[src/rtl/scbm_pkg.sv]
// Shared types and constants for the system control and block move unit.
// Assumes a single 200 MHz clock and one memory port shared by all ops.
package scbm_pkg;
  localparam logic [7:0] FLAG_RST = 8'h80;
  localparam logic [31:0] VEC_BASE = 32'h0000_0020;
  localparam logic [31:0] VEC_STEP_NORM = 32'h0000_0002;
  localparam logic [31:0] VEC_STEP_ADV = 32'h0000_0004;
  localparam logic [31:0] WORD_STEP = 32'h0000_0002;
  localparam logic [31:0] BYTE_STEP = 32'h0000_0001;
  localparam logic [31:0] PC_STEP = 32'h0000_0002;
  localparam logic [7:0] ST_TRAP_NORM = 8'h0e;
  localparam logic [7:0] ST_TRAP_ADV = 8'h10;
  localparam logic [7:0] ST_FLAG_MEM = 8'h08;
  localparam logic [7:0] ST_MOVE_BASE = 8'h08;
  localparam logic [7:0] ST_MOVE_PER = 8'h04;
  localparam logic [7:0] ST_SHORT = 8'h02;
  localparam logic [7:0] ST_RTE = 8'h0a;
  localparam logic [3:0] LEN_DISP24 = 4'ha;
  localparam logic [3:0] LEN_MOVE = 4'h4;
  localparam logic [3:0] LEN_SHORT = 4'h2;

  typedef enum logic [3:0] {
    SCBM_OP_NOP = 4'h0,
    SCBM_OP_SLEEP = 4'h1,
    SCBM_OP_TRAP = 4'h2,
    SCBM_OP_ERET = 4'h3,
    SCBM_OP_LOAD_INC = 4'h4,
    SCBM_OP_STORE_DEC = 4'h5,
    SCBM_OP_STORE_D24 = 4'h6,
    SCBM_OP_AND = 4'h7,
    SCBM_OP_OR = 4'h8,
    SCBM_OP_XOR = 4'h9,
    SCBM_OP_MOVE_B = 4'ha,
    SCBM_OP_MOVE_W = 4'hb
  } scbm_op_t;

  typedef struct packed {
    scbm_op_t op;
    logic [1:0] vec;
    logic [7:0] imm;
    logic [23:0] disp;
  } scbm_instr_t;

  typedef struct packed {
    logic we;
    logic word;
    logic [31:0] addr;
    logic [15:0] wdata;
  } scbm_mreq_t;
endpackage

[src/rtl/scbm_core.sv]
// Executes system control and block move instructions.
// Assumes operands and code in on-chip memory, one request per cycle.
module scbm_core (
  // Clock and reset
  input wire logic clk,
  input wire logic rst,
  // Instruction issue
  input wire logic issue_valid,
  input wire scbm_pkg::scbm_instr_t issue_instr,
  input wire logic adv_mode,
  output logic busy,
  output logic done,
  // Architectural state in
  input wire logic [31:0] pc_in,
  input wire logic [31:0] sp_in,
  input wire logic [31:0] ptr_in,
  input wire logic [31:0] src_in,
  input wire logic [31:0] dst_in,
  input wire logic [15:0] count_in,
  // Architectural state out
  output logic [31:0] pc_out,
  output logic [31:0] sp_out,
  output logic [31:0] ptr_out,
  output logic [31:0] src_out,
  output logic [31:0] dst_out,
  output logic [15:0] count_out,
  output logic [7:0] flag_register,
  output logic sleep_out,
  output logic [7:0] states_out,
  // Memory requests
  output logic mreq_valid,
  input wire logic mreq_ready,
  output scbm_pkg::scbm_mreq_t mreq,
  // Read return
  input wire logic rdata_valid,
  input wire logic [15:0] rdata
);
  typedef enum logic [5:0] {
    SCBM_S_IDLE = 6'b000001,
    SCBM_S_PUSH = 6'b000010,
    SCBM_S_READ = 6'b000100,
    SCBM_S_WAIT = 6'b001000,
    SCBM_S_WRITE = 6'b010000,
    SCBM_S_PAD = 6'b100000
  } scbm_state_t;

  scbm_state_t st_q, st_d;
  scbm_pkg::scbm_op_t op_q, op_d;
  logic [1:0] step_q, step_d;
  logic [1:0] vec_q, vec_d;
  logic [31:0] pc_q, pc_d, sp_q, sp_d, ptr_q, ptr_d;
  logic [31:0] src_q, src_d, dst_q, dst_d;
  logic [15:0] cnt_q, cnt_d, data_q, data_d;
  logic [23:0] disp_q, disp_d;
  logic [7:0] flag_q, flag_d, len_q, len_d;
  logic [23:0] target_q, target_d;
  logic done_q, done_d, sleep_q, sleep_d;
  logic push_v;
  scbm_pkg::scbm_mreq_t push_r;
  logic push_rdy, tload, thold;
  logic [23:0] tcount;
  logic out_v;

  // Bus waits stretch the instruction: only stalls that fill the buffer hold the count
  scbm_skid u_buf (
    .clk(clk),
    .rst(rst),
    .in_valid(push_v),
    .in_ready(push_rdy),
    .in_data(push_r),
    .out_valid(out_v),
    .out_ready(mreq_ready),
    .out_data(mreq)
  );
  assign mreq_valid = out_v;

  scbm_timer u_tim (
    .clk(clk),
    .rst(rst),
    .load(tload),
    .target(target_q),
    .hold(thold),
    .count(tcount)
  );

  assign busy = st_q != SCBM_S_IDLE;
  assign done = done_q;
  assign pc_out = pc_q;
  assign sp_out = sp_q;
  assign ptr_out = ptr_q;
  assign src_out = src_q;
  assign dst_out = dst_q;
  assign count_out = cnt_q;
  assign flag_register = flag_q;
  assign sleep_out = sleep_q;
  assign states_out = target_q[7:0];

  always_comb begin
    st_d = st_q;
    op_d = op_q;
    step_d = step_q;
    vec_d = vec_q;
    pc_d = pc_q;
    sp_d = sp_q;
    ptr_d = ptr_q;
    src_d = src_q;
    dst_d = dst_q;
    cnt_d = cnt_q;
    data_d = data_q;
    disp_d = disp_q;
    flag_d = flag_q;
    len_d = len_q;
    target_d = target_q;
    done_d = 1'b0;
    sleep_d = sleep_q;
    push_v = 1'b0;
    push_r = '0;
    tload = 1'b0;
    // bus waits: a full request buffer freezes the state count
    thold = !push_rdy;
    case (st_q)
      SCBM_S_IDLE: begin
        if (issue_valid) begin
          op_d = issue_instr.op;
          pc_d = pc_in;
          sp_d = sp_in;
          ptr_d = ptr_in;
          src_d = src_in;
          dst_d = dst_in;
          disp_d = issue_instr.disp;
          // Issue bus may change once taken
          vec_d = issue_instr.vec;
          step_d = 2'h0;
          tload = 1'b1;
          len_d = {4'h0, scbm_pkg::LEN_SHORT};
          target_d = {16'h0, scbm_pkg::ST_SHORT};
          st_d = SCBM_S_PAD;
          case (issue_instr.op)
            scbm_pkg::SCBM_OP_TRAP: begin
              target_d = {16'h0, adv_mode ? scbm_pkg::ST_TRAP_ADV
                                          : scbm_pkg::ST_TRAP_NORM};
              st_d = SCBM_S_PUSH;
            end
            scbm_pkg::SCBM_OP_ERET: begin
              target_d = {16'h0, scbm_pkg::ST_RTE};
              st_d = SCBM_S_READ;
            end
            scbm_pkg::SCBM_OP_LOAD_INC: begin
              target_d = {16'h0, scbm_pkg::ST_FLAG_MEM};
              st_d = SCBM_S_READ;
            end
            scbm_pkg::SCBM_OP_STORE_DEC: begin
              ptr_d = ptr_in - scbm_pkg::WORD_STEP;
              target_d = {16'h0, scbm_pkg::ST_FLAG_MEM};
              st_d = SCBM_S_WRITE;
            end
            scbm_pkg::SCBM_OP_STORE_D24: begin
              len_d = {4'h0, scbm_pkg::LEN_DISP24};
              target_d = {16'h0, scbm_pkg::ST_FLAG_MEM};
              st_d = SCBM_S_WRITE;
            end
            scbm_pkg::SCBM_OP_AND: begin
              flag_d = flag_q & issue_instr.imm;
            end
            scbm_pkg::SCBM_OP_OR: flag_d = flag_q | issue_instr.imm;
            scbm_pkg::SCBM_OP_XOR: flag_d = flag_q ^ issue_instr.imm;
            scbm_pkg::SCBM_OP_SLEEP: begin
              sleep_d = 1'b1;
            end
            scbm_pkg::SCBM_OP_MOVE_B, scbm_pkg::SCBM_OP_MOVE_W: begin
              cnt_d = issue_instr.op == scbm_pkg::SCBM_OP_MOVE_W ?
                      count_in : {8'h0, count_in[7:0]};
              len_d = {4'h0, scbm_pkg::LEN_MOVE};
              target_d = {16'h0, scbm_pkg::ST_MOVE_BASE} +
                         {6'h0, cnt_d, 2'h0};
              st_d = cnt_d == 16'h0 ? SCBM_S_PAD : SCBM_S_READ;
            end
            default: begin
            end
          endcase
        end
      end
      SCBM_S_PUSH: begin
        push_v = 1'b1;
        push_r.we = 1'b1;
        push_r.word = 1'b1;
        push_r.addr = sp_q - scbm_pkg::WORD_STEP;
        push_r.wdata = step_q == 2'h0 ? pc_q[15:0] : {8'h0, flag_q};
        if (push_rdy) begin
          sp_d = sp_q - scbm_pkg::WORD_STEP;
          step_d = step_q + 2'h1;
          if (step_q == 2'h1) begin
            st_d = SCBM_S_READ;
          end
        end
      end
      SCBM_S_READ: begin
        push_v = 1'b1;
        push_r.word = op_q != scbm_pkg::SCBM_OP_MOVE_B &&
                      op_q != scbm_pkg::SCBM_OP_MOVE_W;
        case (op_q)
          scbm_pkg::SCBM_OP_TRAP: push_r.addr = scbm_pkg::VEC_BASE +
            (adv_mode ? scbm_pkg::VEC_STEP_ADV : scbm_pkg::VEC_STEP_NORM) *
            {30'h0, vec_q};
          scbm_pkg::SCBM_OP_ERET: push_r.addr = sp_q;
          scbm_pkg::SCBM_OP_LOAD_INC: push_r.addr = ptr_q;
          default: push_r.addr = src_q;
        endcase
        if (push_rdy) begin
          st_d = SCBM_S_WAIT;
        end
      end
      SCBM_S_WAIT: begin
        if (rdata_valid) begin
          data_d = rdata;
          st_d = SCBM_S_PAD;
          case (op_q)
            scbm_pkg::SCBM_OP_TRAP: pc_d = {16'h0, rdata};
            scbm_pkg::SCBM_OP_ERET: begin
              sp_d = sp_q + scbm_pkg::WORD_STEP;
              if (step_q == 2'h0) begin
                flag_d = rdata[7:0];
                step_d = 2'h1;
                st_d = SCBM_S_READ;
              end else begin
                pc_d = {16'h0, rdata};
              end
            end
            scbm_pkg::SCBM_OP_LOAD_INC: begin
              flag_d = rdata[7:0];
              ptr_d = ptr_q + scbm_pkg::WORD_STEP;
            end
            default: st_d = SCBM_S_WRITE;
          endcase
        end
      end
      SCBM_S_WRITE: begin
        push_v = 1'b1;
        push_r.we = 1'b1;
        case (op_q)
          scbm_pkg::SCBM_OP_STORE_DEC: begin
            push_r.word = 1'b1;
            push_r.addr = ptr_q;
            push_r.wdata = {8'h0, flag_q};
          end
          scbm_pkg::SCBM_OP_STORE_D24: begin
            push_r.word = 1'b1;
            push_r.addr = ptr_q + {{8{disp_q[23]}}, disp_q};
            push_r.wdata = {8'h0, flag_q};
          end
          default: begin
            push_r.addr = dst_q;
            push_r.wdata = {8'h0, data_q[7:0]};
          end
        endcase
        if (push_rdy) begin
          st_d = SCBM_S_PAD;
          if (op_q == scbm_pkg::SCBM_OP_MOVE_B ||
              op_q == scbm_pkg::SCBM_OP_MOVE_W) begin
            src_d = src_q + scbm_pkg::BYTE_STEP;
            dst_d = dst_q + scbm_pkg::BYTE_STEP;
            cnt_d = cnt_q - 16'h1;
            st_d = cnt_d == 16'h0 ? SCBM_S_PAD : SCBM_S_READ;
          end
        end
      end
      SCBM_S_PAD: begin
        // Finish here: a separate end state would add a state
        if (tcount >= target_q) begin
          if (op_q != scbm_pkg::SCBM_OP_TRAP &&
              op_q != scbm_pkg::SCBM_OP_ERET) begin
            pc_d = pc_q + {24'h0, len_q};
          end
          done_d = 1'b1;
          st_d = SCBM_S_IDLE;
        end
      end
      default: st_d = SCBM_S_IDLE;
    endcase
    if (issue_valid && st_q == SCBM_S_IDLE) begin
      sleep_d = issue_instr.op == scbm_pkg::SCBM_OP_SLEEP;
    end
  end

  always_ff @(posedge clk or posedge rst) begin
    if (rst) begin
      st_q <= SCBM_S_IDLE;
      op_q <= scbm_pkg::SCBM_OP_NOP;
      step_q <= 2'h0;
      vec_q <= 2'h0;
      pc_q <= 32'h0;
      sp_q <= 32'h0;
      ptr_q <= 32'h0;
      src_q <= 32'h0;
      dst_q <= 32'h0;
      cnt_q <= 16'h0;
      data_q <= 16'h0;
      disp_q <= 24'h0;
      flag_q <= scbm_pkg::FLAG_RST;
      len_q <= 8'h0;
      target_q <= 24'h0;
      done_q <= 1'b0;
      sleep_q <= 1'b0;
    end else begin
      st_q <= st_d;
      op_q <= op_d;
      step_q <= step_d;
      vec_q <= vec_d;
      pc_q <= pc_d;
      sp_q <= sp_d;
      ptr_q <= ptr_d;
      src_q <= src_d;
      dst_q <= dst_d;
      cnt_q <= cnt_d;
      data_q <= data_d;
      disp_q <= disp_d;
      flag_q <= flag_d;
      len_q <= len_d;
      target_q <= target_d;
      done_q <= done_d;
      sleep_q <= sleep_d;
    end
  end
endmodule

[src/rtl/scbm_skid.sv]
// Two-entry buffer for memory requests; a stall downstream loses nothing.
// Assumes both sides on clk; ready toward the source is registered.
module scbm_skid (
  // Clock and reset
  input wire logic clk,
  input wire logic rst,
  // Fill side
  input wire logic in_valid,
  output logic in_ready,
  input wire scbm_pkg::scbm_mreq_t in_data,
  // Drain side
  output logic out_valid,
  input wire logic out_ready,
  output scbm_pkg::scbm_mreq_t out_data
);
  scbm_pkg::scbm_mreq_t mem_q [2];
  scbm_pkg::scbm_mreq_t mem_d [2];
  logic [1:0] cnt_q, cnt_d;
  logic wr_q, wr_d, rd_q, rd_d;
  logic push, pop;

  assign push = in_valid && in_ready;
  assign pop = out_valid && out_ready;
  assign in_ready = cnt_q != 2'h2;
  assign out_valid = cnt_q != 2'h0;
  assign out_data = mem_q[rd_q];

  always_comb begin
    mem_d = mem_q;
    if (push) begin
      mem_d[wr_q] = in_data;
    end
    wr_d = push ? ~wr_q : wr_q;
    rd_d = pop ? ~rd_q : rd_q;
    cnt_d = cnt_q + 2'(push) - 2'(pop);
  end

  always_ff @(posedge clk or posedge rst) begin
    if (rst) begin
      mem_q[0] <= '0;
      mem_q[1] <= '0;
      cnt_q <= 2'h0;
      wr_q <= 1'b0;
      rd_q <= 1'b0;
    end else begin
      mem_q <= mem_d;
      cnt_q <= cnt_d;
      wr_q <= wr_d;
      rd_q <= rd_d;
    end
  end
endmodule

[src/rtl/scbm_timer.sv]
// State counter that pads each instruction to its listed state count.
// Assumes the target arrives on clk no later than the cycle after load.
module scbm_timer (
  // Clock and reset
  input wire logic clk,
  input wire logic rst,
  // Control
  input wire logic load,
  input wire logic [23:0] target,
  input wire logic hold,
  // Status
  output logic [23:0] count
);
  logic [23:0] cnt_q, cnt_d;
  assign count = cnt_q;

  always_comb begin
    cnt_d = cnt_q;
    if (load) begin
      cnt_d = 24'h1;
    end else if (!hold && cnt_q != 24'h0 && cnt_q < target) begin
      cnt_d = cnt_q + 24'h1;
    end
  end

  always_ff @(posedge clk or posedge rst) begin
    if (rst) begin
      cnt_q <= 24'h0;
    end else begin
      cnt_q <= cnt_d;
    end
  end
endmodule

[config.mk]
export PLATFORM = sky130hd
export DESIGN_NAME = scbm_core
export DESIGN_NICKNAME = d
export VERILOG_FILES = /design/src/rtl/scbm_pkg.sv /design/src/rtl/scbm_core.sv /design/src/rtl/scbm_skid.sv /design/src/rtl/scbm_timer.sv
export SDC_FILE = /design/constraint.sdc
export NUM_CORES = 2
export LEC_CHECK = 0
export BUFFER_PORTS_ARGS = -buffer_cell sky130_fd_sc_hd__buf_2
export CORE_ASPECT_RATIO = 0.9
export CORE_MARGIN = 5
export CORE_UTILIZATION = 62
export DETAILED_ROUTE_END_ITERATION = 10
export GPL_TIMING_DRIVEN = 0
export PLACE_DENSITY = 0.88
export SLEW_MARGIN = 20
export SYNTH_ARGS = -nofsm -noshare
export SYNTH_HDL_FRONTEND = slang
export SYNTH_SLANG_ARGS = --single-unit
[constraint.sdc]
create_clock -name clk -period 25.9 [get_ports clk]
set_input_delay 2.59 -clock clk [delete_from_list [all_inputs] [get_ports clk]]
set_output_delay 2.59 -clock clk [all_outputs]
set_load 0.005 [all_outputs]
==> impl_metrics.csv <==
group,metric,value,unit
run_status,status,"finished clean",
power_and_ir_drop,finalPower,3.93,mW
synthesis,synth-edff-count,0,
sta,hold_ws,0.480,ns
layout,layout.area.seq,9540,um2
global_route,grt_pass1_vias,28900,
placed_design,post-place-cells,4303,
sta,worstMarginPinSlew,1.26,ns
sta,max_freq,190,MHz
layout,multi_input_area,15100,um2
placed_design,place_ws,20.38,ns
power_and_ir_drop,irDropWorstVdd,0.0000786,V
detailed_routing,vias_per_cell,7.14,
run,maxCapViolations,0,
sta,setup_tns,0,ns
critical_path,cp-end-kind,"primary output",
clock_tree,cts_resized,0,
sta,clock_skew,0.0353,ns
die,die-height,204,um
clock_tree,h-tree-depth,2,
critical_path,crit_arrival,2.67,ns
synthesis,synth-main-ff-cell,"dfrtp_1",
synthesis,syn-instance-count,3272,
sta,maxSlewViolCount,0,
synthesis,ys_types,93,
global_route,track_usage,51.6,%
worst_hold_path,min-delay-start,"u_buf.mem_q[85]",
die,io_pins,482,
critical_path,critPathRequiredTime,23.31,ns
placed_design,io_buffers,478,
layout,finalInstanceArea,30700,um2
layout,final_cells,4390,
clock_tree,cts_tree,"done",
detailed_routing,avgRoutedWirePerCell,28.3,um
layout,syn_to_final_growth,17.9,%
sta,setup_slack,20.64,ns
detailed_routing,num_vias,31300,
global_route,antenna_found_initial,13,
global_route,grt_overflow,0,
placed_design,routabilityCongestion,1.06,
die,fp.coreArea,41700,um2
detailed_routing,drc,0,
sta,setup_violations,0,
layout,fillCellCount,3182,
detailed_routing,drt-initial-drc-count,5715,
clock_tree,ctsHoldBuffers,0,
clock_tree,cts-buffers-inserted,42,
placed_design,dp_hpwl,91800,um
worst_hold_path,hp-class,"flip-flop to flip-flop",
sta,finalCritPeriodShare,20.3,%
synthesis,synth_area,26000,um2
die,die-area,46200,um2
clock_tree,clock-sinks,381,
global_route,grt_pass1_wl,181000,um
layout,final_util,73.6,%
clock_tree,path_clk_slew,0.07,ns
clock_tree,clk_latency,0.60,ns
detailed_routing,wl,124000,um
critical_path,start_kind,"flip-flop",
die,dieWidth,226,um
sta,maxSlewHeadroom,15.9,%
synthesis,synth.yosys.seq_area_share,36.7,%
sta,period_needed,5.26,ns
placed_design,place_area,29200,um2
power_and_ir_drop,powerDensity,128,nW/um2
detailed_routing,dr.pass1.iters,9,
critical_path,crit_path_start,"st_q[3]",
sta,finalHoldViolCount,0,
synthesis,async_reset_ff_share,100,%
sta,rsz0062_at_grt,"false",
synthesis,syn_avg_cell_area,7.95,um2
die,initial_core_util,62.4,%
clock_tree,cts-root-buf,"clkbuf_16",
power_and_ir_drop,leakagePower,13.6,nW
synthesis,yosysWarnings,0,
detailed_routing,final_antenna_net_count,0,
layout,layout-drive-gt1-share,18.0,%
critical_path,r2r-start,"sp_out[12]",
critical_path,path_max_fanout,10,
clock_tree,cts_setup_buffers,0,
global_route,grt_max_degree,111,
synthesis,ys_ff_latch,381,
layout,nets,4122,
clock_tree,clock_tree.buffer_depth,3,
die,rows,71,
critical_path,crit_type,"flip-flop to primary output",
==> critical path, stage by stage (launching register included) <==
cell and delay [ns]:
dfrtp_1 0.36, clkbuf_1 0.18, or4_1 0.59, nor3b_2 0.49, inv_2 0.09, buf_2 0.22
buf_2 0.16
==> report_power, final <==
group	switching (mW)	leakage, nW	total [mW]	internal [mW]
sequential	0.411	4.79	1.22	0.808
clock	0.275	0.691	0.645	0.369
combinational	1.33	8.11	2.06	0.730
total	2.02	13.6	3.93	1.91
==> flip-flops by register name, indices dropped and copies added, names as in the netlist, 6 cells and up <==
name / flops
pc_out: 32
flag_register: 8
count_out: 16
src_out: 32
sp_out: 32
st_q: 6
target_q: 18
u_buf.mem_q: 100
u_tim.count: 24
ptr_out: 32
disp_q: 24
data_q: 8
dst_out: 32
==> per-layer routing <==
metal | up-vias | share of wire [%] | GRT usage (%)
li1 | 13000 | - | -
met1 | 14600 | 35 | 67.2
met2 | 3074 | 41 | 73.6
met3 | 668 | 17 | 18.8
met4 | 4 | 7.9 | 30.8
met5 | - | 0.022 | 0
==> cell families after synthesis <==
family                     synth area share [%]
xor gates and xnor gates                   3.83
DFF                                        36.7
adders and majority gates                  4.19
AOI/OAI and AO/OA                          24.9
and+or+nand+nor                            21.4
buffers and inverters                      5.38
muxes                                      3.60
other                                    0.0144
==> final timing paths <==
| kind | to | slack, ns | cells after the start |
|---|---|---|---|
| max | busy | 20.64 | 6 |
| min | u_buf.mem_q[85] | 0.48 | 2 |
| max reg2reg | u_buf.mem_q[39] | 21.52 | 8 |
| min reg2reg | u_buf.mem_q[85] | 0.48 | 2 |
| max in group asynchronous | u_tim.count[11] | 22.37 | 5 |
| min in group asynchronous | u_buf.mem_q[24] | 1.92 | 2 |
==> cells in the final DEF, fill, tap and decap left out, drive strengths merged, types with 15 or more instances in the layout <==
master / instances
dfrtp: 379
and3: 40
a22oi: 48
nand3: 138
a21o: 16
mux2: 60
mux2i: 26
or3: 25
nor3: 79
a21oi: 325
buf: 538
xor2: 51
ha: 84
nor4: 44
inv: 97
xnor2: 61
a22o: 21
o31ai: 16
nor2: 256
a32oi: 15
nor3b: 17
clkbuf: 250
o21ai: 349
nand4: 37
nand2: 454
a31oi: 36
a221oi: 36
a211oi: 35
o22ai: 83
and2: 16
==> Yosys cell counts (all sizes together) (60+ instances only) <==
library cell	number	area (um2)
ha	84	1050
xnor2	61	549
clkbuf	196	744
nor3	79	400
nand2	454	1700
o21ai	349	1750
mux2	60	676
inv	94	353
nand3	138	691
o22ai	83	526
dfrtp	379	9480
nor2	256	966
a21oi	325	1630
==> final cells by class <==
type	count	share of cell area [%]
Multi-Input combinational cell	2547	49.2
Sequential cell	381	31.1
Timing Repair Buffer	483	8.18
Clock buffer	54	3.67
Buffer	251	3.41
Tap cell	547	2.23
Inverter	94	1.17
Clock inverter	20	0.922
Antenna cell	13	0.106
Note: power is estimated with default switching activity, not from simulation.
